`config.mk`:
```
export PLATFORM = sky130hd
export DESIGN_NAME = adcsp_port
export DESIGN_NICKNAME = d
export VERILOG_FILES = /design/src/adcsp_pkg.sv /design/src/adcsp_sync.sv /design/src/adcsp_sticky.sv /design/src/adcsp_port.sv
export VERILOG_INCLUDE_DIRS = /design/src
export SDC_FILE = /design/constraint.sdc
export NUM_CORES = 1
export LEC_CHECK = 0
export BUFFER_PORTS_ARGS = -buffer_cell sky130_fd_sc_hd__buf_2
export CAP_MARGIN = 10
export CORE_MARGIN = 2
export CORE_UTILIZATION = 59
export CTS_CLUSTER_DIAMETER = 150
export DETAILED_ROUTE_END_ITERATION = 10
export PLACE_DENSITY = 0.84
export REMOVE_ABC_BUFFERS = 1
export SYNTH_ARGS = -nofsm -noshare
export SYNTH_HDL_FRONTEND = slang
export SYNTH_HIERARCHICAL = 1
export SYNTH_SLANG_ARGS = --single-unit
```
`constraint.sdc`:
```
create_clock -name clock -period 4 [get_ports clock]
set_input_delay 0.4 -clock clock [delete_from_list [all_inputs] [get_ports clock]]
set_output_delay 0.4 -clock clock [all_outputs]
set_load 0.1 [all_outputs]
```
`src/adcsp_defs.svh`:
```
`ifndef ADCSP_DEFS_SVH
`define ADCSP_DEFS_SVH
// =====================================================================
// word and bit layout
`define ADCSP_MSB        15
`define ADCSP_LAST_BIT   5'h0f
`define ADCSP_FULL       5'h10
// =====================================================================
// register byte offsets
`define ADCSP_ADR_CTRL   8'h00
`define ADCSP_ADR_STAT   8'h04
`define ADCSP_ADR_MASK   8'h08
`define ADCSP_ADR_RSLT   8'h0c
`define ADCSP_ADR_DIV    8'h10
// =====================================================================
// control fields and reset values
`define ADCSP_CTRL_SER   0
`define ADCSP_CTRL_EXT   1
`define ADCSP_CTRL_BIN   2
`define ADCSP_CTRL_POL   3
`define ADCSP_CTRL_RST   4'h4
`define ADCSP_DIV_RST    8'h04
// =====================================================================
// status and mask fields
`define ADCSP_ST_DONE    0
`define ADCSP_ST_ERR     1
// =====================================================================
// shared pin slots: pins carrying result bits 6..11
`define ADCSP_PIN_INV    0
`define ADCSP_PIN_CHAIN  1
`define ADCSP_PIN_DOUT   2
`define ADCSP_PIN_CLK    3
`define ADCSP_PIN_MARK   4
`define ADCSP_PIN_ERR    5
`define ADCSP_PAR_LO     6
`define ADCSP_PAR_HI     11
// =====================================================================
// internal bit clock phases and error pulse length
`define ADCSP_PH_DATA    2'h0
`define ADCSP_PH_RISE    2'h1
`define ADCSP_PH_FALL    2'h3
`define ADCSP_ERR_CYC    3'h4
`endif

```
`src/adcsp_pkg.sv`:
```
// =====================================================================
// shared types
package adcsp_pkg;
  typedef logic [15:0] adcsp_word_t;
  typedef enum logic [1:0] {ST_IDLE, ST_IRUN, ST_ERUN} adcsp_state_e;
endpackage : adcsp_pkg

```
`src/adcsp_sync.sv`:
```
// =====================================================================
// two flip-flop synchroniser
module adcsp_sync #(
  parameter int WIDTH = 1
) (
  input  wire logic             clock,
  input  wire logic             rst_b,
  input  wire logic [WIDTH-1:0] async_in,
  output logic      [WIDTH-1:0] sync_out
);
  logic [WIDTH-1:0] meta_q;

  // first stage feeds only the second
  always_ff @(posedge clock or negedge rst_b) begin
    if (!rst_b) begin
      meta_q   <= '0;
      sync_out <= '0;
    end else begin
      meta_q   <= async_in;
      sync_out <= meta_q;
    end
  end
endmodule : adcsp_sync

```
`src/adcsp_sticky.sv`:
```
// =====================================================================
// sticky status bit, set beats write-one-clear
module adcsp_sticky (
  input  wire logic clock,
  input  wire logic rst_b,
  input  wire logic set,
  input  wire logic clr,
  output logic      flag_q
);
  always_ff @(posedge clock or negedge rst_b) begin
    if (!rst_b) begin
      flag_q <= 1'b0;
    end else if (set) begin
      flag_q <= 1'b1;
    end else if (clr) begin
      flag_q <= 1'b0;
    end
  end
endmodule : adcsp_sticky

```
`src/adcsp_port.sv`:
```
// Overview of operation
// - low port select gives parallel pins, high turns shared pins into serial port
// - parallel mode drives result bits 6..11 on shared pins, clock pin is bit 9
// - serial mode inverts bit clock by invert pin, in both clock modes
// - source select low drives internal clock out, high follows external clock
// - external clock: chain input reaches serial output 16 clock periods later
// - internal clock: chain high reads during conversion, low reads after it
// - stored result shifts out msb first, in step with bit clock
// - coding select level picks output number format
// - coding high gives straight binary, low inverts msb for twos complement
// - internal clock: each data bit stable across both clock edges
// - external clock: update on rising edge, host samples falling; invert swaps
// - serial clock pin is output for internal clock, input for external
// - internal clock: frame marker active through read, polarity selectable
// - serial with external clock: bit 11 pin becomes incomplete read flag
// - unfinished read at next conversion end loses data, pulses error flag
//
// Chosen here: register access over Wishbone and the register addresses.
`include "adcsp_defs.svh"
module adcsp_port import adcsp_pkg::*; (
  input  wire logic        clock,
  input  wire logic        rst_b,
  input  wire logic        wb_cyc,
  input  wire logic        wb_stb,
  input  wire logic        wb_we,
  input  wire logic [7:0]  wb_adr,
  input  wire logic [3:0]  wb_sel,
  input  wire logic [31:0] wb_dat_w,
  output logic      [31:0] wb_dat_r,
  output logic             wb_ack,
  input  wire logic        conv_start,
  input  wire logic        conv_done,
  input  wire adcsp_word_t conv_data,
  input  wire logic [5:0]  pd_in,
  output logic      [5:0]  pd_out,
  output logic      [5:0]  pd_oe,
  output logic             irq
);
  // =====================================================================
  // declarations
  logic [3:0]   ctrl_q;
  logic [1:0]   mask_q;
  logic [7:0]   div_q;
  adcsp_word_t  rslt_q;
  adcsp_word_t  sh_q;
  logic         out_q;
  adcsp_state_e st_q;
  logic [4:0]   bitcnt_q;
  logic [1:0]   phase_q;
  logic [7:0]   divcnt_q;
  logic         sclk_raw_q;
  logic         sclk_p_q;
  logic [2:0]   err_cnt_q;
  logic         ack_q;
  logic [31:0]  dat_q;
  logic [5:0]   pd_out_q;
  logic [5:0]   pd_oe_q;
  logic [5:0]   pd_out_d;
  logic [5:0]   pd_oe_d;
  logic         irq_q;
  logic [2:0]   pin_s;
  logic [1:0]   stat_q;
  logic [1:0]   stat_clr;
  logic         ser;
  logic         ext;
  logic         bin;
  logic         inv_s;
  logic         chain_s;
  logic         sclk_s;
  logic         rise;
  logic         fall;
  logic         upd;
  logic         tick;
  logic         start_int;
  logic         load_ext;
  logic         incomplete;
  logic         word_done;
  logic         wr;
  logic         rd;
  adcsp_word_t  par_w;
  adcsp_word_t  int_src;

  // twos complement inverts only the msb
  function automatic adcsp_word_t code_word(input adcsp_word_t w, input logic b);
    code_word = w;
    code_word[`ADCSP_MSB] = w[`ADCSP_MSB] ^ ~b;
  endfunction : code_word

  assign ser     = ctrl_q[`ADCSP_CTRL_SER];
  assign ext     = ctrl_q[`ADCSP_CTRL_EXT];
  assign bin     = ctrl_q[`ADCSP_CTRL_BIN];
  assign inv_s   = pin_s[0];
  assign chain_s = pin_s[1];
  assign sclk_s  = pin_s[2];

  // =====================================================================
  // pin synchronisers: invert, chain, external clock
  adcsp_sync #(.WIDTH(3)) u_pin_sync (
    .clock    (clock),
    .rst_b    (rst_b),
    .async_in ({pd_in[`ADCSP_PIN_CLK], pd_in[`ADCSP_PIN_CHAIN], pd_in[`ADCSP_PIN_INV]}),
    .sync_out (pin_s)
  );

  // external clock edge history
  always_ff @(posedge clock or negedge rst_b) begin
    if (!rst_b) begin
      sclk_p_q <= 1'b0;
    end else begin
      sclk_p_q <= sclk_s;
    end
  end

  assign rise = sclk_s & ~sclk_p_q;
  assign fall = ~sclk_s & sclk_p_q;
  assign upd  = (st_q == ST_ERUN) && (inv_s ? fall : rise);
  assign tick = (divcnt_q == 8'h00);

  // =====================================================================
  // read starts and conversion end
  assign int_src    = chain_s ? rslt_q : conv_data;
  assign start_int  = ser && !ext && (st_q == ST_IDLE)
                      && (chain_s ? conv_start : conv_done);
  assign load_ext   = ser && ext && conv_done;
  assign incomplete = load_ext && (st_q == ST_ERUN) && (bitcnt_q != 5'h00)
                      && (bitcnt_q != `ADCSP_FULL);
  assign word_done  = ((st_q == ST_IRUN) && tick && (phase_q == `ADCSP_PH_FALL)
                      && (bitcnt_q == `ADCSP_LAST_BIT))
                      || (upd && (bitcnt_q == `ADCSP_LAST_BIT));

  // stored conversion result
  always_ff @(posedge clock or negedge rst_b) begin
    if (!rst_b) begin
      rslt_q <= '0;
    end else if (conv_done) begin
      rslt_q <= conv_data;
    end
  end

  // =====================================================================
  // serial engine
  always_ff @(posedge clock or negedge rst_b) begin
    if (!rst_b) begin
      st_q       <= ST_IDLE;
      sh_q       <= '0;
      out_q      <= 1'b0;
      bitcnt_q   <= 5'h00;
      phase_q    <= `ADCSP_PH_DATA;
      divcnt_q   <= 8'h00;
      sclk_raw_q <= 1'b0;
    end else if (!ser) begin
      st_q       <= ST_IDLE;
      sclk_raw_q <= 1'b0;
    end else if (load_ext) begin
      sh_q     <= code_word(conv_data, bin);
      bitcnt_q <= 5'h00;
      st_q     <= ST_ERUN;
    end else if (start_int) begin
      sh_q       <= code_word(int_src, bin);
      bitcnt_q   <= 5'h00;
      phase_q    <= `ADCSP_PH_DATA;
      divcnt_q   <= 8'h00;
      sclk_raw_q <= 1'b0;
      st_q       <= ST_IRUN;
    end else begin
      case (st_q)
        ST_IRUN: begin
          if (ext) begin
            st_q       <= ST_IDLE;
            sclk_raw_q <= 1'b0;
          end else if (tick) begin
            divcnt_q <= (div_q == 8'h00) ? 8'h00 : div_q - 8'h01;
            phase_q  <= phase_q + 2'h1;
            case (phase_q)
              `ADCSP_PH_DATA: begin
                out_q <= sh_q[`ADCSP_MSB];
                sh_q  <= {sh_q[`ADCSP_MSB-1:0], 1'b0};
              end
              `ADCSP_PH_RISE: begin
                sclk_raw_q <= 1'b1;
              end
              `ADCSP_PH_FALL: begin
                sclk_raw_q <= 1'b0;
                bitcnt_q   <= bitcnt_q + 5'h01;
                if (bitcnt_q == `ADCSP_LAST_BIT) begin
                  st_q <= ST_IDLE;
                end
              end
              default: begin
              end
            endcase
          end else begin
            divcnt_q <= divcnt_q - 8'h01;
          end
        end
        ST_ERUN: begin
          if (!ext) begin
            st_q <= ST_IDLE;
          end else if (upd) begin
            out_q <= sh_q[`ADCSP_MSB];
            sh_q  <= {sh_q[`ADCSP_MSB-1:0], chain_s};
            if (bitcnt_q != `ADCSP_FULL) begin
              bitcnt_q <= bitcnt_q + 5'h01;
            end
          end
        end
        default: begin
          sclk_raw_q <= 1'b0;
        end
      endcase
    end
  end

  // incomplete read pulse stretcher
  always_ff @(posedge clock or negedge rst_b) begin
    if (!rst_b) begin
      err_cnt_q <= 3'h0;
    end else if (incomplete) begin
      err_cnt_q <= `ADCSP_ERR_CYC;
    end else if (err_cnt_q != 3'h0) begin
      err_cnt_q <= err_cnt_q - 3'h1;
    end
  end

  // =====================================================================
  // shared pin drive
  assign par_w = code_word(rslt_q, bin);

  always_comb begin
    pd_out_d = par_w[`ADCSP_PAR_HI:`ADCSP_PAR_LO];
    pd_oe_d  = 6'h3f;
    if (ser) begin
      pd_oe_d[`ADCSP_PIN_INV]    = 1'b0;
      pd_oe_d[`ADCSP_PIN_CHAIN]  = 1'b0;
      pd_out_d[`ADCSP_PIN_INV]   = 1'b0;
      pd_out_d[`ADCSP_PIN_CHAIN] = 1'b0;
      pd_out_d[`ADCSP_PIN_DOUT]  = out_q;
      pd_oe_d[`ADCSP_PIN_CLK]    = ~ext;
      pd_out_d[`ADCSP_PIN_CLK]   = ~ext & (sclk_raw_q ^ inv_s);
      pd_out_d[`ADCSP_PIN_MARK]  = ((st_q == ST_IRUN) & ~ext)
                                   ^ ctrl_q[`ADCSP_CTRL_POL];
      pd_out_d[`ADCSP_PIN_ERR]   = ext & (err_cnt_q != 3'h0);
    end
  end

  // output pin flops
  always_ff @(posedge clock or negedge rst_b) begin
    if (!rst_b) begin
      pd_out_q <= 6'h00;
      pd_oe_q  <= 6'h00;
    end else begin
      pd_out_q <= pd_out_d;
      pd_oe_q  <= pd_oe_d;
    end
  end

  assign pd_out = pd_out_q;
  assign pd_oe  = pd_oe_q;

  // =====================================================================
  // wishbone slave, one wait state
  assign wr = wb_cyc & wb_stb & wb_we & ~ack_q;
  assign rd = wb_cyc & wb_stb & ~wb_we & ~ack_q;

  always_ff @(posedge clock or negedge rst_b) begin
    if (!rst_b) begin
      ack_q <= 1'b0;
    end else begin
      ack_q <= wb_cyc & wb_stb & ~ack_q;
    end
  end

  // configuration registers
  always_ff @(posedge clock or negedge rst_b) begin
    if (!rst_b) begin
      ctrl_q <= `ADCSP_CTRL_RST;
      mask_q <= 2'h0;
      div_q  <= `ADCSP_DIV_RST;
    end else if (wr && wb_sel[0]) begin
      case (wb_adr)
        `ADCSP_ADR_CTRL: ctrl_q <= wb_dat_w[3:0];
        `ADCSP_ADR_MASK: mask_q <= wb_dat_w[1:0];
        `ADCSP_ADR_DIV:  div_q  <= wb_dat_w[7:0];
        default: begin
        end
      endcase
    end
  end

  // read data, unmapped reads zero
  always_ff @(posedge clock or negedge rst_b) begin
    if (!rst_b) begin
      dat_q <= 32'h0000_0000;
    end else if (rd) begin
      case (wb_adr)
        `ADCSP_ADR_CTRL: dat_q <= {28'h0000000, ctrl_q};
        `ADCSP_ADR_STAT: dat_q <= {30'h00000000, stat_q};
        `ADCSP_ADR_MASK: dat_q <= {30'h00000000, mask_q};
        `ADCSP_ADR_RSLT: dat_q <= {16'h0000, par_w};
        `ADCSP_ADR_DIV:  dat_q <= {24'h000000, div_q};
        default:         dat_q <= 32'h0000_0000;
      endcase
    end
  end

  assign wb_ack   = ack_q;
  assign wb_dat_r = dat_q;

  // =====================================================================
  // interrupt status, mask and line
  assign stat_clr = (wr && wb_sel[0] && (wb_adr == `ADCSP_ADR_STAT)) ? wb_dat_w[1:0] : 2'h0;

  adcsp_sticky u_st_done (
    .clock  (clock),
    .rst_b  (rst_b),
    .set    (word_done),
    .clr    (stat_clr[`ADCSP_ST_DONE]),
    .flag_q (stat_q[`ADCSP_ST_DONE])
  );

  adcsp_sticky u_st_err (
    .clock  (clock),
    .rst_b  (rst_b),
    .set    (incomplete),
    .clr    (stat_clr[`ADCSP_ST_ERR]),
    .flag_q (stat_q[`ADCSP_ST_ERR])
  );

  always_ff @(posedge clock or negedge rst_b) begin
    if (!rst_b) begin
      irq_q <= 1'b0;
    end else begin
      irq_q <= |(stat_q & mask_q);
    end
  end

  assign irq = irq_q;

  // =====================================================================
  // assertions
  property p_par_pins;
    @(posedge clock) disable iff (!rst_b)
      !ser |=> (pd_oe_q == 6'h3f) && (pd_out_q == $past(par_w[11:6]));
  endproperty
  a_par_pins: assert property (p_par_pins) else $error("parallel pins wrong");

  property p_ser_inputs;
    @(posedge clock) disable iff (!rst_b)
      ser |=> !pd_oe_q[0] && !pd_oe_q[1] && pd_oe_q[2];
  endproperty
  a_ser_inputs: assert property (p_ser_inputs) else $error("serial pin dirs wrong");

  property p_clk_dir;
    @(posedge clock) disable iff (!rst_b)
      ser |=> (pd_oe_q[3] == !$past(ext));
  endproperty
  a_clk_dir: assert property (p_clk_dir) else $error("clock pin direction wrong");

  property p_clk_inv;
    @(posedge clock) disable iff (!rst_b)
      ser && !ext |=> (pd_out_q[3] == ($past(sclk_raw_q) ^ $past(inv_s)));
  endproperty
  a_clk_inv: assert property (p_clk_inv) else $error("bit clock not inverted");

  property p_ext_shift;
    @(posedge clock) disable iff (!rst_b)
      upd && ser && ext && !conv_done |=> (out_q == $past(sh_q[15])) && (sh_q[0] == $past(chain_s));
  endproperty
  a_ext_shift: assert property (p_ext_shift) else $error("external shift wrong");

  property p_int_stable;
    @(posedge clock) disable iff (!rst_b)
      (st_q == ST_IRUN) && $changed(out_q) |-> !sclk_raw_q && ($past(phase_q) == 2'h0);
  endproperty
  a_int_stable: assert property (p_int_stable) else $error("data moved near clock edge");

  property p_marker;
    @(posedge clock) disable iff (!rst_b)
      ser && !ext && (st_q == ST_IRUN) |=> (pd_out_q[4] == !$past(ctrl_q[3]));
  endproperty
  a_marker: assert property (p_marker) else $error("frame marker wrong");

  property p_err_pulse;
    @(posedge clock) disable iff (!rst_b)
      incomplete |=> (err_cnt_q != 3'h0) [*4] ##1 (err_cnt_q == 3'h0) || incomplete;
  endproperty
  a_err_pulse: assert property (p_err_pulse) else $error("error pulse length wrong");

  property p_err_pin;
    @(posedge clock) disable iff (!rst_b)
      incomplete && ser && ext ##1 ser && ext |=> pd_out_q[5];
  endproperty
  a_err_pin: assert property (p_err_pin) else $error("error flag not on pin");

  property p_irq;
    @(posedge clock) disable iff (!rst_b)
      |(stat_q & mask_q) |=> irq_q;
  endproperty
  a_irq: assert property (p_irq) else $error("interrupt not raised");

  property p_ack;
    @(posedge clock) disable iff (!rst_b)
      wb_cyc && wb_stb && !ack_q |=> ack_q ##1 !ack_q;
  endproperty
  a_ack: assert property (p_ack) else $error("bus ack timing wrong");

  c_int_word: cover property (@(posedge clock) disable iff (!rst_b)
    (st_q == ST_IRUN) && word_done);
  c_ext_word: cover property (@(posedge clock) disable iff (!rst_b) upd && word_done);
  c_incomplete: cover property (@(posedge clock) disable iff (!rst_b) incomplete);
endmodule : adcsp_port

```
Word-level counts from Yosys, hierarchy flattened --
Index checks and enable logic that the tools add are counted.
Word-level totals: register bits after elaboration 122, word-level logic and storage cells 188, output and inout port bits 46
Cells by class: multiplexer cells 62, reductions and logical operators 42, bitwise operators 25, eq/ne operators 32, add/sub/neg operators 5
Operator list (number):
- $mux 16 | 8
- $pmux 16 s5 | 1
- $mux 5 | 8
- $mux 8 | 5
- $pmux 16 s2 | 1
- $mux 2 | 14
- $logic_not 8->1 | 3
- $ne 4x4->1 const B | 5
- $ne 6x6->1 const B | 3
- $mux 1 | 17
- $eq 8x4->1 const B | 2
- $sub 8x1->8 const B | 2
- $logic_and 1x1->1 | 15
- $ne 5x5->1 const B | 3
- $reduce_bool 2->1 | 6
- $and 1x1->1 | 11
- $ne 2x2->1 const B | 5
- $pmux 5 s2 | 1
- $reduce_and 5->1 | 2
- $reduce_and 9->1 | 1
- $eq 8x3->1 const B | 1
- $eq 8x5->1 const B | 1
- $ne 4x3->1 const B | 2
- $not 1->1 | 8
- 27 further kinds | 41

Logic depth before layout (Yosys ltp) --
depth after elaboration 9, gate-level depth with buffers 9

Hierarchy --
The synthesis kept the hierarchy.
Modules (own cells, without submodules):
- adcsp_port | seq. area each 2404.8 µm², area each 5137.4 µm², cells each 488, times used 1
- adcsp_sync | seq. area each 150.1 µm², area each 150.1 µm², cells each 6, times used 1
- adcsp_sticky | seq. area each 25.0 µm², area each 36.3 µm², cells each 3, times used 2

Worst setup path after synthesis --
OpenSTA, ideal clock, no wires.
kind reg-to-reg, start register ack_q (netlist: wb_ack), end register dat_q[10] (netlist: wb_dat_r[10]), arrival 2.294 ns, clock period less this slack 2.363 ns, cell stages (with the launch flop) 7, slack 1.637 ns, buffers on the path 1, path through dfrtp_1 > nand3b_1 > or2_2 > clkbuf_1 > or2_2 > nor3_2 > a22o_1
Between the ends: word-level cells in the longest chain between the ends 2
RTL lines:
- start, declared | line adcsp_port.sv:54 | logic ack_q;
- start signal, assigned | line adcsp_port.sv:269 | ack_q <= wb_cyc & wb_stb & ~ack_q;
- $not 1->1 | line adcsp_port.sv:263 | assign rd = wb_cyc & wb_stb & ~wb_we & ~ack_q;
- $and 1x1->1 | line adcsp_port.sv:263
- end signal, assigned | line adcsp_port.sv:296 | `ADCSP_ADR_CTRL: dat_q <= {28'h0000000, ctrl_q};
- end signal, assigned | line adcsp_port.sv:297 | `ADCSP_ADR_STAT: dat_q <= {30'h00000000, stat_q};
- end signal, assigned | line adcsp_port.sv:298 | `ADCSP_ADR_MASK: dat_q <= {30'h00000000, mask_q};
- end, declared | line adcsp_port.sv:55 | logic [31:0] dat_q;
Every way passes these cells. A chain may end at the register's enable or synchronous reset.

Final worst setup path --
start register st_q[1], end register sh_q[0]
Between the ends: word-level cells in the longest chain between the ends 5, elaborated cells between the ends (all ways) 16, those cells by class 7 x eq/ne; 3 x mux; 6 x reduce/logical
RTL lines:
- start, declared | line adcsp_port.sv:47 | adcsp_state_e st_q;
- start signal, assigned | line adcsp_port.sv:144 | st_q <= ST_IDLE;
- start signal, assigned | line adcsp_port.sv:152 | st_q <= ST_IDLE;
- start signal, assigned | line adcsp_port.sv:157 | st_q <= ST_ERUN;
- $logic_not 2->1 | line adcsp_port.sv:122 | assign start_int = ser && !ext && (st_q == ST_IDLE)
- $logic_and 1x1->1 | line adcsp_port.sv:122
- $logic_and 1x1->1 | line adcsp_port.sv:123 | && (chain_s ? conv_start : conv_done);
- $ne 4x3->1 (no line) (tied with other cells)
- $reduce_and 7->1 (no line) or $mux 16 (tied branches)
- end signal, assigned | line adcsp_port.sv:155 | sh_q <= code_word(conv_data, bin);
- end signal, assigned | line adcsp_port.sv:159 | sh_q <= code_word(int_src, bin);
- end signal, assigned | line adcsp_port.sv:177 | sh_q <= {sh_q[`ADCSP_MSB-1:0], 1'b0};
- end, declared | line adcsp_port.sv:45 | adcsp_word_t sh_q;
Several ways; a longest one is shown, not always the timed one.

==> summary.md <==
| Metric | Value |
|---|---|
| Post_cts resized | `0` |
| # DRC | `0` |
| Post-route clock skew | `around 15 ps` |
| Gr ovfl total | `0` |
| Clock buffer depth | `2` |
| Tightest hold margin | `130.4 ps` |
| R2R depth | `7` |
| Worst hold stages | `1` |
| Vias per inst | `roughly 5.9` |
| LEAKAGE | `around 2.9 nW` |
| Nets | `around 650` |
| # fillers | `between 600 and 700` |
| Setup-failing EPs final | `0` |
| Syn Area/Cell | `10.72 um^2` |
| Peak supply drop | `0.2526 mV` |
| F_max | `0.3569 GHz` |
| Period utilization | `70.05%` |
| Commonest cells after routing, fill and taps aside | `dfrtp_1, buf_2, inv_1, nand2_1, o21ai_0` |
| Total Wirelength | `11.83 mm` |
| HP Start | `pd_in[1]` |
| Vert. Die Dim | `99.32 um` |
| Non-Filler Instances | `676` |
| H-tree depth | `3` |
| Worst min path class | `primary input to flip-flop` |
| Post-CTS Setup Bufs | `0` |
| CTS buffer count | `9` |
| Status | `finished clean` |
| Power density over the cells | `approximately 340 nW/um^2` |
| Max Cap Viol | `0` |
| DIE AREA | `slightly below 10000 um^2` |
| Crit path DAT | `3070 ps` |
| Largest net degree at the start of global routing | `83` |
| Worst-skew pair later-pin latency | `370 ps` |
| RSZ-0062 raised after global routing | `no` |
| I/O pins | `around 120` |
| Gp weighted congestion | `between 0.8 and 0.9` |
| Synth Register Bits | `roughly 100` |
| Area of the multi-input gates | `2444 um^2` |
| Iteration-0 DRC Markers | `361` |
| Number of flops mapped to enable cells by yosys | `0` |
| Port bufs | `72` |
| Hold-fix buffers, CTS | `0` |
| Clock transition at the registers of the reported paths | `about 110 ps` |
| N_diodes | `0` |
| Number of placed cells counting well taps | `660` |
| Syn Inst Count | `500` |
| Setup tns final | `0 ps` |
| Sequential fraction of the synthesis area | `between 40% and 50%` |
| Crit start category | `flip-flop` |
| DP Area | `5712 um^2` |
| Cell variety after synth | `62` |
| Antenna violations before repair | `0` |
| Min cycle time layout | `2802 ps` |
| Post-synth ARST share | `100.0%` |
| Reg area | `between 2000 and 3000 um^2` |
| Worst Setup End Kind | `flip-flop` |
| Crit path from | `st_q[1]` |
| Most common cell after layout, fill and taps aside | `dfrtp_1` |
| Final Instance Area | `around 5900 um^2` |
| Yosys Warn Count | `6` |
| # rows | `34` |
| WP data required | `between 4000 and 5000 ps` |
| Initial DRT Pass Iterations | `6` |
| Rel. slew slack | `31.91%` |
| RR Startpoint | `st_q[1]` |
| Layout cell share with drive strength beyond 1 | `23.59%` |
| Die width | `99.32 um` |
| Worst Path Max Fanout | `16` |
| Top FF cell, synth | `dfrtp_1` |
| Post-synthesis cell area | `~5400 um^2` |
| Avg WL per Cell | `17.49 um` |
| CTS tree | `yes` |
| Final hold violations | `0` |
| Starting Density | `between 60 and 70%` |
| Clock tree root buffer cell | `clkbuf_8` |
| Slew @ Worst Pin | `between 1000 and 1500 ps` |
| Post-route ant nets | `0` |
| Area growth syn-to-layout | `10.01%` |
| Tot Pwr | `0.001996 W` |
| Crit Path Category | `flip-flop to flip-flop` |
| Detailed Place HPWL | `8.460 mm` |
| Final Max Slew Viols | `0` |
| Tot GR Track Use | `25.22%` |
| Number of global-route vias before repair | `~4000` |
| First-pass GRT wire length | `19.80 mm` |
| TritonCTS sink count | `104` |
| CORE AREA | `8763 um^2` |
| Via count | `4019` |
-- cell usage after synthesis (all sizes together) (12+ instances only) --
cell type / number / area share (%)
clkbuf: 14 / 0.98
buf: 23 / 3.1
a222oi: 15 / 2.8
mux2: 31 / 6.5
o21ai: 33 / 3.5
ha: 15 / 3.5
a22o: 12 / 2.0
nand2: 34 / 2.4
mux2i: 25 / 4.7
inv: 40 / 2.8
nor2: 22 / 1.7
dfrtp: 102 / 48
-- routing by layer --
layer,global-route usage (%),vias up,part of all wire (%)
li1,-,1886,-
met5,0,-,0
met4,6.428,0,1.3
met3,5.130,14,4.8
met1,35.11,1994,44
met2,41.01,125,50
-- final timing paths --
kind                                          endpoint  slack (ps)
worst min-delay path              u_pin_sync/meta_q[1]         130
worst min register to register  u_pin_sync/sync_out[2]         360
worst max register to register                 sh_q[0]        1200
max in group asynchronous                     sh_q[15]        2940
min in group asynchronous                  bitcnt_q[4]         190
worst max-delay path                           sh_q[0]        1200
-- where the power goes --
| group | switching [W] | leakage, nW | internal [W] |
|---|---|---|---|
| logic | 0.000203 | 1.51 | 0.0000559 |
| clock network | 0.000392 | 0.0940 | 0.000240 |
| registers | 0.0000239 | 1.28 | 0.00108 |
| total | 0.000619 | 2.88 | 0.00138 |
-- cells by family after synthesis --
kind of cell	after synthesis	share of synthesized area (%)
AND/OR/NAND/NOR	126	12.56
AO/OA/AOI/OAI	108	15.20
flip-flops	104	48.60
buffers and inverters	77	6.863
multiplexers	56	11.18
adder cells (fa/ha/maj)	15	3.501
XOR/XNOR	12	1.961
other	2	0.1401
-- stage by stage --
step	utilization, %	worst slack, ps
final	67.29	1198
after global routing	67.29	1009
after CTS	67.29	1223
after detailed placement	65.18	1105
after global placement	65.18	1178
after floorplan	-	1526
-- layout make-up --
type	count	area share, %
clock buffer	9	2.101
multi-input combinational	334	41.44
sequential	104	44.18
inverter	40	2.546
timing repair buffer	74	6.408
tap	108	2.292
clock inverter	7	1.040
-- worst max-delay path: stages, from the launching register on --
cell and delay, ps:
dfrtp_1 390, inv_1 70, ha_1 310, and3b_1 230, o32ai_2 400, o2111ai_4 270, o21ai_4 640, mux2_1 380
-- state kept, by name (all words and copies together) (netlist names), 2 cells and up --
register             cells
pd_oe                    3
err_cnt_q                3
rslt_q                  16
bitcnt_q                 5
ctrl_q                   4
phase_q                  2
divcnt_q                 8
sh_q                    16
div_q                    8
mask_q                   2
st_q                     2
pd_out                   6
u_pin_sync/sync_out      3
wb_dat_r                16
u_pin_sync/meta_q        3
(Power assumes the default switching activity.)
